<file path="src/pkg/epdb_defs.vh">
// Constants for the event polarity, bank select and debounce block.
// Assumes an 8-bit host port with a 3-bit port address and a 125 MHz clock.
`ifndef EPDB_DEFS_VH
`define EPDB_DEFS_VH

// ----------------------------------------
// Port addresses
// ----------------------------------------
`define EPDB_PORT_FILTER_EN 3'h0
`define EPDB_PORT_LEN_LOW 3'h1
`define EPDB_PORT_LEN_HIGH 3'h2
`define EPDB_PORT_CLK_SRC 3'h3
`define EPDB_PORT_SUMMARY 3'h6
`define EPDB_PORT_BANK 3'h7
`define EPDB_LAST_DATA_PORT 3'h5

// ----------------------------------------
// Banks and fields
// ----------------------------------------
`define EPDB_BANK_IO 2'h0
`define EPDB_BANK_EVENT 2'h1
`define EPDB_BANK_FILTER 2'h2
`define EPDB_BANK_MSB 7
`define EPDB_BANK_LSB 6
`define EPDB_POL_HIGH_W 4
`define EPDB_LEN_HIGH_W 4
`define EPDB_SUMMARY_ANY 7
`define EPDB_CLK_SRC_BIT 0
`define EPDB_LAST_LINE 47

// ----------------------------------------
// Reset values
// ----------------------------------------
`define EPDB_RST_BYTE 8'h00
`define EPDB_RST_POL_LOW 8'h00
`define EPDB_RST_POL_HIGH 4'h0
`define EPDB_RST_FILTER_EN 6'h00
`define EPDB_RST_LEN 12'h000
`define EPDB_RST_LINES 48'h0000_0000_0000
`define EPDB_RST_BANK 2'h0

// ----------------------------------------
// Enhanced mode unlock sequence
// ----------------------------------------
`define EPDB_KEY0 8'h07
`define EPDB_KEY1 8'h0D
`define EPDB_KEY2 8'h06
`define EPDB_KEY3 8'h12
`define EPDB_KEY_LAST 2'h3

// ----------------------------------------
// Timing
// ----------------------------------------
// Last count of the divide by 15 that makes the internal tick from 125 MHz
`define EPDB_TICK_LAST 4'hE
// Nominal lengths of 4 us, 64 us, 1 ms and 8 ms counted in 8 MHz ticks
`define EPDB_DUR0_TICKS 16'h0020
`define EPDB_DUR1_TICKS 16'h0200
`define EPDB_DUR2_TICKS 16'h1F40
`define EPDB_DUR3_TICKS 16'hFA00

`endif

</file>
<file path="src/rtl/epdb_filter.v">
// Debounce filter for one 8-line port.
// Assumes tick is a one-cycle enable at the debounce clock rate.
`default_nettype none
`include "epdb_defs.vh"

module epdb_filter (
  // Clock and reset
  input wire clk,
  input wire reset_n,
  input wire clear,
  // Timing
  input wire tick,
  input wire [15:0] dur_ticks,
  // Lines
  input wire [7:0] raw,
  output reg [7:0] level
);

  genvar i;
  generate
    for (i = 0; i < 8; i = i + 1) begin : g_line
      reg [15:0] cnt;
      // A level passes only after it has stood for the full count; any return resets
      always @(posedge clk or negedge reset_n) begin
        if (!reset_n) begin
          cnt <= 16'h0000;
          level[i] <= 1'b0;
        end else if (clear || raw[i] == level[i]) begin
          cnt <= 16'h0000;
          if (clear) begin
            level[i] <= 1'b0;
          end
        end else if (tick) begin
          if (cnt + 16'h0001 >= dur_ticks) begin
            level[i] <= raw[i];
            cnt <= 16'h0000;
          end else begin
            cnt <= cnt + 16'h0001;
          end
        end
      end
    end
  endgenerate

endmodule
`default_nettype wire

</file>
<file path="src/rtl/epdb_top.v">
// Enhanced-mode event polarity, bank select and debounce for 48 field lines.
// Assumes a synchronous 8-bit port bus and field inputs synchronous to clk.
// Overview of operation
// - Bank1 port7 bits 0-3 set ports 4-5 polarity
// - Polarity zero falling edge, one rising edge
// - Bank1 port6 bit n sets nibble n polarity
// - No event until line sense enabled
// - No interrupt request without interrupt enable
// - Port7 bits 7:6 written select active bank
// - Bank1 port7 read returns bank bits 7:6
// - Bank2 port7 reads and writes bank select
// - Bank2 port0 holds per-port debounce enables
// - Debounce filters readback and events, enhanced only
// - Duration codes two bits per port
// - Codes give 4us 64us 1ms 8ms
// - Duration codes reset to 00
// - Bank2 port3 bit0 picks debounce clock
// - Clock select bits 0-7 read zero
// - Four-byte unlock after reset, written with interrupt enable low, enters enhanced mode
// - Reset gives standard mode, everything disabled
// - Bank1 write 0 clears, 1 enables sensing
`default_nettype none
`include "epdb_defs.vh"

module epdb_top #(
  parameter [15:0] DUR0_TICKS = `EPDB_DUR0_TICKS,
  parameter [15:0] DUR1_TICKS = `EPDB_DUR1_TICKS,
  parameter [15:0] DUR2_TICKS = `EPDB_DUR2_TICKS,
  parameter [15:0] DUR3_TICKS = `EPDB_DUR3_TICKS
) (
  // Clock and resets
  input wire clk,
  input wire reset_n,
  input wire soft_reset,
  // Host port
  input wire [2:0] addr,
  input wire wr_en,
  input wire rd_en,
  input wire [7:0] wdata,
  output reg [7:0] rdata,
  // Interrupt enable held outside this block
  input wire irq_enable,
  output reg irq_request,
  // Field lines
  input wire [47:0] field_in,
  output reg [47:0] line_level,
  // Status
  output reg enhanced,
  output reg [1:0] bank
);

  // ----------------------------------------
  // Helpers
  // ----------------------------------------
  function [15:0] dur_lookup;
    input [1:0] code;
    begin
      case (code)
        2'h0: dur_lookup = DUR0_TICKS;
        2'h1: dur_lookup = DUR1_TICKS;
        2'h2: dur_lookup = DUR2_TICKS;
        default: dur_lookup = DUR3_TICKS;
      endcase
    end
  endfunction

  function [7:0] bank_byte;
    input [1:0] b;
    begin
      bank_byte = {b, 6'h00};
    end
  endfunction

  // ----------------------------------------
  // Registers
  // ----------------------------------------
  reg [7:0] pol_low;
  reg [3:0] pol_high;
  reg [5:0] filter_en;
  reg [11:0] len_codes;
  reg clk_src_internal;
  reg [47:0] sense_en;
  reg [47:0] flag;
  reg [47:0] prev_level;
  reg [1:0] key_idx;
  reg key_dead;
  reg [3:0] div_cnt;
  reg ext_prev;
  reg tick;

  wire wr_bank = wr_en && enhanced && addr == `EPDB_PORT_BANK;
  wire [11:0] pol_all = {pol_high, pol_low};
  wire [47:0] filtered;
  wire [47:0] eff_level;
  wire [47:0] edge_hit;
  wire [5:0] port_any;
  wire int_tick = div_cnt == `EPDB_TICK_LAST;
  wire ext_rise = field_in[`EPDB_LAST_LINE] && !ext_prev;

  reg [7:0] next_key;
  always @* begin
    case (key_idx)
      2'h0: next_key = `EPDB_KEY0;
      2'h1: next_key = `EPDB_KEY1;
      2'h2: next_key = `EPDB_KEY2;
      default: next_key = `EPDB_KEY3;
    endcase
  end

  // ----------------------------------------
  // Unlock and bank select
  // ----------------------------------------
  // Any stray access or wrong byte kills the unlock until the next reset
  always @(posedge clk or negedge reset_n) begin
    if (!reset_n) begin
      enhanced <= 1'b0;
      key_idx <= 2'h0;
      key_dead <= 1'b0;
      bank <= `EPDB_RST_BANK;
    end else if (soft_reset) begin
      enhanced <= 1'b0;
      key_idx <= 2'h0;
      key_dead <= 1'b0;
      bank <= `EPDB_RST_BANK;
    end else begin
      if (!enhanced && !key_dead && (wr_en || rd_en)) begin
        if (wr_en && addr == `EPDB_PORT_BANK && wdata == next_key && !irq_enable) begin
          key_idx <= key_idx + 2'h1;
          if (key_idx == `EPDB_KEY_LAST) begin
            enhanced <= 1'b1;
          end
        end else begin
          key_dead <= 1'b1;
        end
      end
      if (wr_bank) begin
        bank <= wdata[`EPDB_BANK_MSB:`EPDB_BANK_LSB];
      end
    end
  end

  // ----------------------------------------
  // Polarity and filter configuration
  // ----------------------------------------
  always @(posedge clk or negedge reset_n) begin
    if (!reset_n) begin
      pol_low <= `EPDB_RST_POL_LOW;
      pol_high <= `EPDB_RST_POL_HIGH;
      filter_en <= `EPDB_RST_FILTER_EN;
      len_codes <= `EPDB_RST_LEN;
      clk_src_internal <= 1'b0;
    end else if (soft_reset) begin
      pol_low <= `EPDB_RST_POL_LOW;
      pol_high <= `EPDB_RST_POL_HIGH;
      filter_en <= `EPDB_RST_FILTER_EN;
      len_codes <= `EPDB_RST_LEN;
      clk_src_internal <= 1'b0;
    end else if (wr_en && enhanced) begin
      if (bank == `EPDB_BANK_EVENT) begin
        if (addr == `EPDB_PORT_SUMMARY) begin
          pol_low <= wdata;
        end
        if (addr == `EPDB_PORT_BANK) begin
          pol_high <= wdata[`EPDB_POL_HIGH_W-1:0];
        end
      end
      if (bank == `EPDB_BANK_FILTER) begin
        case (addr)
          `EPDB_PORT_FILTER_EN: filter_en <= wdata[5:0];
          `EPDB_PORT_LEN_LOW: len_codes[7:0] <= wdata;
          `EPDB_PORT_LEN_HIGH: len_codes[11:8] <= wdata[`EPDB_LEN_HIGH_W-1:0];
          `EPDB_PORT_CLK_SRC: clk_src_internal <= wdata[`EPDB_CLK_SRC_BIT];
          default: ;
        endcase
      end
    end
  end

  // ----------------------------------------
  // Debounce clock
  // ----------------------------------------
  // Integer divide rounds the internal tick fast, so periods never exceed nominal
  always @(posedge clk or negedge reset_n) begin
    if (!reset_n) begin
      div_cnt <= 4'h0;
      ext_prev <= 1'b0;
      tick <= 1'b0;
    end else begin
      div_cnt <= int_tick ? 4'h0 : div_cnt + 4'h1;
      ext_prev <= field_in[`EPDB_LAST_LINE];
      tick <= clk_src_internal ? int_tick : ext_rise;
    end
  end

  // ----------------------------------------
  // Per-port filters and edge detection
  // ----------------------------------------
  genvar p;
  generate
    for (p = 0; p < 6; p = p + 1) begin : g_port
      epdb_filter u_filter (
        .clk(clk),
        .reset_n(reset_n),
        .clear(soft_reset),
        .tick(tick),
        .dur_ticks(dur_lookup(len_codes[2*p+:2])),
        .raw(field_in[8*p+:8]),
        .level(filtered[8*p+:8])
      );
      assign eff_level[8*p+:8] = (enhanced && filter_en[p]) ?
        filtered[8*p+:8] : field_in[8*p+:8];
      assign port_any[p] = |flag[8*p+:8];
    end
  endgenerate

  genvar l;
  generate
    for (l = 0; l < 48; l = l + 1) begin : g_line
      wire pos = pol_all[l/4];
      // Last line is the debounce clock when the external source is chosen
      wire usable = (l != `EPDB_LAST_LINE) || clk_src_internal;
      assign edge_hit[l] = enhanced && sense_en[l] && usable &&
        (pos ? (eff_level[l] && !prev_level[l]) : (!eff_level[l] && prev_level[l]));
    end
  endgenerate

  // ----------------------------------------
  // Event sense flip-flops
  // ----------------------------------------
  wire wr_sense = wr_en && enhanced && bank == `EPDB_BANK_EVENT &&
    addr <= `EPDB_LAST_DATA_PORT;
  reg [47:0] next_flag;
  reg [47:0] next_sense_en;
  integer k;
  always @* begin
    next_flag = flag;
    next_sense_en = sense_en;
    for (k = 0; k < 6; k = k + 1) begin
      if (wr_sense && addr == k[2:0]) begin
        next_sense_en[8*k+:8] = wdata;
        next_flag[8*k+:8] = flag[8*k+:8] & wdata;
      end
    end
    next_flag = next_flag | edge_hit;
  end

  always @(posedge clk or negedge reset_n) begin
    if (!reset_n) begin
      sense_en <= `EPDB_RST_LINES;
      flag <= `EPDB_RST_LINES;
      prev_level <= `EPDB_RST_LINES;
      line_level <= `EPDB_RST_LINES;
      irq_request <= 1'b0;
    end else if (soft_reset) begin
      sense_en <= `EPDB_RST_LINES;
      flag <= `EPDB_RST_LINES;
      prev_level <= `EPDB_RST_LINES;
      line_level <= `EPDB_RST_LINES;
      irq_request <= 1'b0;
    end else begin
      sense_en <= next_sense_en;
      flag <= next_flag;
      prev_level <= eff_level;
      line_level <= eff_level;
      irq_request <= irq_enable && (|flag);
    end
  end

  // ----------------------------------------
  // Read back
  // ----------------------------------------
  reg [7:0] next_rdata;
  always @* begin
    next_rdata = `EPDB_RST_BYTE;
    if (!enhanced) begin
      if (addr <= `EPDB_LAST_DATA_PORT) begin
        next_rdata = field_in[8*addr+:8];
      end
    end else if (addr == `EPDB_PORT_BANK) begin
      next_rdata = bank_byte(bank);
    end else begin
      case (bank)
        `EPDB_BANK_IO: begin
          if (addr <= `EPDB_LAST_DATA_PORT) begin
            next_rdata = eff_level[8*addr+:8];
          end
        end
        `EPDB_BANK_EVENT: begin
          if (addr <= `EPDB_LAST_DATA_PORT) begin
            next_rdata = flag[8*addr+:8];
          end else if (addr == `EPDB_PORT_SUMMARY) begin
            next_rdata = {|port_any, 1'b0, port_any};
          end
        end
        `EPDB_BANK_FILTER: begin
          case (addr)
            `EPDB_PORT_FILTER_EN: next_rdata = {2'h0, filter_en};
            `EPDB_PORT_LEN_LOW: next_rdata = len_codes[7:0];
            `EPDB_PORT_LEN_HIGH: next_rdata = {4'h0, len_codes[11:8]};
            default: next_rdata = `EPDB_RST_BYTE;
          endcase
        end
        default: next_rdata = `EPDB_RST_BYTE;
      endcase
    end
  end

  always @(posedge clk or negedge reset_n) begin
    if (!reset_n) begin
      rdata <= `EPDB_RST_BYTE;
    end else if (soft_reset) begin
      rdata <= `EPDB_RST_BYTE;
    end else if (rd_en) begin
      rdata <= next_rdata;
    end
  end

endmodule
`default_nettype wire

</file>
<file path="config.mk">
export PLATFORM = sky130hd
export DESIGN_NAME = epdb_top
export DESIGN_NICKNAME = d
export VERILOG_FILES = /design/src/rtl/epdb_filter.v /design/src/rtl/epdb_top.v
export VERILOG_INCLUDE_DIRS = /design/src /design/src/pkg
export SDC_FILE = /design/constraint.sdc
export NUM_CORES = 2
export LEC_CHECK = 0
export ABC_AREA = 0
export BUFFER_PORTS_ARGS = -buffer_cell sky130_fd_sc_hd__buf_2
export CELL_PAD_IN_SITES_DETAIL_PLACEMENT = 0
export CELL_PAD_IN_SITES_GLOBAL_PLACEMENT = 1
export CORE_ASPECT_RATIO = 0.8
export CORE_MARGIN = 2
export CORE_UTILIZATION = 40
export DETAILED_ROUTE_END_ITERATION = 6
export MAX_ROUTING_LAYER = met4
export PLACE_DENSITY = 0.67
export SLEW_MARGIN = 30
export SYNTH_ARGS = -nofsm -noshare
export SYNTH_HDL_FRONTEND = slang
export SYNTH_SLANG_ARGS = --single-unit
</file>
<file path="constraint.sdc">
create_clock -name clk -period 4.3 [get_ports clk]
set_input_delay 0 -clock clk [delete_from_list [all_inputs] [get_ports clk]]
set_output_delay 0 -clock clk [all_outputs]
set_load 0.05 [all_outputs]
</file>
## After elaboration in Yosys (flattened, before gate mapping)

Index checks and enable logic that the tools add are counted.

| storage, ports and cells | value |
|---|---|
| flip-flop bits (word level) | 1012 |
| input bits | 65 |

| cells by class | value |
|---|---|
| $add $sub $neg | 50 |
| $lt $le $gt $ge | 49 |
| equal/unequal tests | 123 |
| shift-type cells | 3 |
| multiplexer cells | 411 |
| bitwise gates (word level) | 7 |
| reduce and logical (&&, ||, !) cells | 554 |

Operators by type and width:

| cell | number |
|---|---|
| $mux 16 | 144 |
| $add 16x1->16 const B | 48 |
| $ge 16x16->1 | 48 |
| $pmux 16 s3 | 6 |
| $mux 8 | 31 |
| $reduce_bool 2->1 | 116 |
| $logic_and 1x1->1 | 216 |
| $mux 1 | 206 |
| $reduce_and 3->1 | 55 |
| $mux 48 | 3 |
| $shiftx 48x7->8 | 3 |
| $logic_not 1->1 | 100 |
| $ne 2x2->1 const B | 49 |
| $logic_or 1x1->1 | 49 |
| $and 8x8->8 | 6 |
| $eq 1x1->1 | 48 |
| $or 48x48->48 | 1 |
| $pmux 8 s3 | 2 |
| $reduce_or 48->1 | 1 |
| $reduce_or 8->1 | 6 |
| $mux 12 | 3 |
| $mux 4 | 6 |
| $mux 6 | 4 |
| $eq 2x2->1 const B | 9 |
| other kinds (14) | 37 |

## Depth between registers and ports, before layout

| logic depth | value |
|---|---|
| depth in word-level cells | 9 |
| depth in mapped cells | 18 |
| mapped depth without buffers | 15 |

## Hierarchy

Synthesis repeated with hierarchy kept, for this count alone.

| unflattened totals | value |
|---|---|
| cells, all modules | 8113 |
| area, all modules | 74873.1 µm² |

Modules (own cells, without submodules):

| module | times used | cells an instance | area an instance (µm²) | seq. area each (µm²) |
|---|---|---|---|---|
| epdb_filter at g_port[0].u_filter ... | 4 | 1169 | 10660.2 | 3403.3 |
| epdb_top | 1 | 1105 | 10910.5 | 4904.7 |
| epdb_filter at g_port[5].u_filter | 1 | 1157 | 10692.8 | 3403.3 |
| epdb_filter at g_port[3].u_filter | 1 | 1175 | 10628.9 | 3403.3 |

## Worst setup path before layout

OpenSTA, ideal clock, no wires.

| path | value |
|---|---|
| path kind | flip-flop to flip-flop |
| start | register g_port[3].u_filter.g_line[2].cnt[2] |
| end | register g_port[3].u_filter.g_line[2].cnt[4] |
| library setup time | 0.064 ns |
| arrival | 3.637 ns |
| required time | 4.236 ns |
| setup slack | 0.599 ns |
| cell stages (with the launch flop) | 17 |
| path buffers | 2 |
| cell sequence | dfrtp_1 > and3_1 > and3_1 > nor3b_1 > and3_1 > and3_1 > xor2_1 > ha_1 > a21o_1 > a21oi_1 > nor4bb_1 > a32oi_2 > or2_2 > buf_2 > buf_2 > nor3b_1 > a21o_1 |

| on the way | value |
|---|---|
| word-level cells in the longest chain between the ends | 5 |

Ends and longest elaborated chain:

| item | line | text |
|---|---|---|
| from (decl) | epdb_filter.v:22 | `reg [15:0] cnt;` |
| from (signal assigned) | epdb_filter.v:38 | `cnt <= cnt + 16'h0001;` |
| $add 16x1->16 (*) | epdb_filter.v:34, epdb_filter.v:38 |  |
| $ge 16x16->1 | epdb_filter.v:34 | `if (cnt + 16'h0001 >= dur_ticks) begin` |
| $mux 16 (*) | epdb_filter.v:34 |  |
| $mux 16 (*) | epdb_filter.v:33 | `end else if (tick) begin` |
| $mux 16 (*) | epdb_filter.v:28 | `end else if (clear \|\| raw[i] == level[i]) begin` |

Mark *: on every way between the ends. The rest lies on a longest branch, timed or not. The select of a mux whose other input is x is not followed.
A chain may end at the register's enable or synchronous reset.

## Final worst setup path

| path | value |
|---|---|
| start | register g_port[5].u_filter.g_line[0].cnt[2] |
| end | register g_port[5].u_filter.g_line[0].cnt[3] |

| on the way | value |
|---|---|
| word-level cells in the longest chain between the ends | 5 |

Ends and longest elaborated chain:

| item | line |
|---|---|
| from (decl) | epdb_filter.v:22 |
| from (signal assigned) | epdb_filter.v:38 |
| $add 16x1->16 (*) | epdb_filter.v:34, epdb_filter.v:38 |
| $ge 16x16->1 | epdb_filter.v:34 |
| $mux 16 (*) | epdb_filter.v:34 |
| $mux 16 (*) | epdb_filter.v:33 |
| $mux 16 (*) | epdb_filter.v:28 |

Marked as above.

==> results.sh <==
export IMPL_synth_seq_area_share=0.369
export IMPL_reg2regPathDepth=14
export IMPL_power_mw=22.6
export IMPL_gr_total_overflow=0
export IMPL_grt_pass1_vias=55600
export IMPL_dpl_hpwl_mm=148
export IMPL_synth_edf_count=0
export IMPL_h_tree_depth=3
export IMPL_die_w_microns=467
export IMPL_num_vias=58800
export IMPL_initial_core_util=0.404
export IMPL_rr_startpoint="g_port[5].u_filter.g_line[0].cnt[2]"
export IMPL_fin_cells=10200
export IMPL_grt_max_degree=110
export IMPL_coreArea_sq_um=170000
export IMPL_clock_sinks=1012
export IMPL_clk_latency_ns=0.78
export IMPL_finalSetupTns_ns=0
export IMPL_regArea_sq_um=25300
export IMPL_hp_class="input pin to asynchronous set/reset pin"
export IMPL_routabilityCongestion=0.931
export IMPL_drt_iter0_drc=4256
export IMPL_place_ws_ns=0.131
export IMPL_synth_area_sq_um=68600
export IMPL_max_cap_viol_count=0
export IMPL_min_period_over_period=0.923
export IMPL_synth_seq_cells=1012
export IMPL_layout_nets=8404
export IMPL_area_growth_pct=13.0
export IMPL_die_h_microns=374
export IMPL_arrival_ns=4.66
export IMPL_clk_path_buf_depth=3
export IMPL_postPlaceCellArea_sq_um=72300
export IMPL_outcome="completed"
export IMPL_drcViolationCount=0
export IMPL_drive_gt1_frac=0.0813
export IMPL_multi_input_area_sq_um=41600
export IMPL_path_clk_slew_ns=0.07
export IMPL_yosys_warnings=0
export IMPL_std_cell_rows=135
export IMPL_antenna_left=0
export IMPL_crit_type="flop to flop"
export IMPL_synth_area_per_cell_sq_um=9.03
export IMPL_fin_skew_ns=0.0473
export IMPL_synthCells=7595
export IMPL_antenna_found_initial=17
export IMPL_numCtsBuffers=117
export IMPL_peakVddDrop_v=0.000350
export IMPL_finalInstanceArea_sq_um=77500
export IMPL_worstMarginPinSlew_ns=0.935
export IMPL_worst_slack_ns=0.329
export IMPL_die_area_sq_um=175000
export IMPL_io_pins=125
export IMPL_min_period_ns=3.97
export IMPL_grt_pass1_wl_mm=330
export IMPL_ys_flop_type="dfrtp_1"
export IMPL_wirelength_mm=208
export IMPL_maxSlewViolCount=0
export IMPL_dpl_cell_count=9867
export IMPL_p_leak_nw=36.8
export IMPL_cts_root_buf="clkbuf_16"
export IMPL_start_kind="flop"
export IMPL_critPathMaxFanout=14
export IMPL_finalSetupViolCount=0
export IMPL_fillCellCount=16300
export IMPL_startpoint="g_port[5].u_filter.g_line[0].cnt[2]"
export IMPL_post_drt_wl_per_cell_microns=20.4
export IMPL_cp_end_kind="flop"
export IMPL_hold_slack_ns=0.0578
export IMPL_rsz0062_at_grt="false"
export IMPL_cts_tree="done"
export IMPL_post_route_util=0.456
export IMPL_relSlewSlack=0.374
export IMPL_p_per_area_nw_per_um2=291
export IMPL_worst_endpoint_required_ns=4.99
export IMPL_final_hold_viol_count=0
export IMPL_fmax_ghz=0.252
export IMPL_synth_distinct_cells=88
export IMPL_grt_usage=0.243
export IMPL_ys_async_sr_fraction=1.00
export IMPL_port_buffers=124
export IMPL_dr_pass1_iters=6
export IMPL_vias_per_cell=5.77
export IMPL_synth_nets=8192
[what timing repair did]
item / in CTS / in global routing
endpoints found under the setup margin: 0 / 27
setup buffers: 0 / 2
endpoints found under the hold margin: 608 / 0
resized for setup: 0 / 7
hold buffers: 79 / 0
[cell usage after synthesis (all sizes together), types with 41 or more instances]
| master | number | share of area |
|---|---|---|
| nor3b | 71 | 0.0078 |
| and4 | 51 | 0.0065 |
| nor4 | 41 | 0.0039 |
| nand2b | 105 | 0.0096 |
| clkbuf | 179 | 0.0099 |
| a211oi | 44 | 0.0049 |
| and3 | 266 | 0.024 |
| nor2 | 526 | 0.029 |
| nor3 | 131 | 0.010 |
| nand3 | 403 | 0.029 |
| nand2 | 840 | 0.046 |
| a21oi | 384 | 0.028 |
| inv | 174 | 0.0095 |
| a21o | 211 | 0.023 |
| o21ai | 491 | 0.036 |
| dfrtp | 1012 | 0.37 |
| a31oi | 193 | 0.018 |
| ha | 532 | 0.097 |
| or3 | 64 | 0.0061 |
| a32o | 76 | 0.011 |
| and2 | 75 | 0.0068 |
| xnor2 | 344 | 0.044 |
| nand4 | 140 | 0.013 |
| or2 | 49 | 0.0045 |
| a41oi | 50 | 0.0064 |
| a22o | 204 | 0.026 |
| mux2i | 222 | 0.032 |
| buf | 87 | 0.0067 |
| xor2 | 192 | 0.025 |
[where the power goes]
part	internal [mW]	total [mW]	switching, mW
Combinational	0.454	1.66	1.21
Sequential	9.61	9.73	0.123
Clock	6.69	11.2	4.47
Total	16.8	22.6	5.80
[registers in the layout, indices dropped and copies added, names as in the netlist, 2 cells and up]
name	count
prev_level	48
len_codes	12
filter_en	6
div_cnt	4
pol_high	4
sense_en	48
rdata	8
g_port.u_filter.level	48
flag	48
bank	2
pol_low	8
key_idx	2
g_port.u_filter.g_line.cnt	768
[path summary, 6_finish.rpt]
path,end,slack (ns)
worst max-delay path,g_port[5].u_filter.g_line[0].cnt[3],0.33
worst min-delay path,g_port[4].u_filter.g_line[7].cnt[1],0.06
worst max register to register,g_port[5].u_filter.g_line[0].cnt[3],0.33
worst min register to register,g_port[0].u_filter.g_line[2].cnt[15],0.49
max in group asynchronous,g_port[2].u_filter.g_line[3].cnt[0],3.54
min in group clk,rdata[1],0.12
[layout make-up]
class                           count  share of cell area
Antenna cell                       10            0.000323
Clock buffer                      155              0.0429
Clock inverter                     64              0.0122
Inverter                          175             0.00848
Multi-Input combinational cell   6142               0.537
Sequential cell                  1012               0.327
Tap cell                         2260              0.0365
Timing Repair Buffer              359              0.0359
[worst max-delay path: stages, from the launching register on]
cell and delay [ns]:
dfrtp_1 0.46, and3_1 0.25, nand3_1 0.16, nor2_1 0.23, and3_1 0.20, nor2b_1 0.05, or2_2 0.29, ha_1 0.29
a21oi_1 0.13, o21bai_1 0.09, a2111oi_0 0.71, o21a_1 0.21, o31a_1 0.52, a21oi_1 0.14, mux2i_1 0.16
[cells in the final DEF, fill, tap and decap left out, types with 34 or more instances in the layout]
master         instances
a211oi_1              43
a21o_1               211
a21oi_1              377
a22o_1               204
a31oi_1              192
a32o_1                76
a41oi_1               50
and2_1                74
and3_1               265
and4_1                51
buf_2                121
buf_4                144
clkbuf_16            118
dfrtp_1             1011
dlygate4sd3_1         78
ha_1                 532
inv_1                174
mux2i_1              222
nand2_1              839
nand2b_1             104
nand3_1              402
nand4_1              140
nor2_1               512
nor2b_1               36
nor3_1               124
nor3b_1               71
nor4_1                38
o211ai_1              35
o21ai_0              481
o31ai_1               34
or2_2                 49
or3_1                 61
xnor2_1              344
xor2_1               192
[logic make-up after synthesis]
family,share of synthesized area
flip-flops,0.369
XOR/XNOR,0.0684
multiplexers,0.0416
adder cells (fa/ha/maj),0.0971
AO/OA/AOI/OAI,0.192
AND/OR/NAND/NOR,0.205
buffers and inverters,0.0262
[metal layers]
layer,wire (microns),global-route usage,vias to the layer above
li1,-,-,28600
met1,103000,0.351,28700
met2,88700,0.350,1195
met3,10200,0.0365,292
met4,6390,0.0678,0
met5,0,-,-
(Power assumes the default switching activity.)
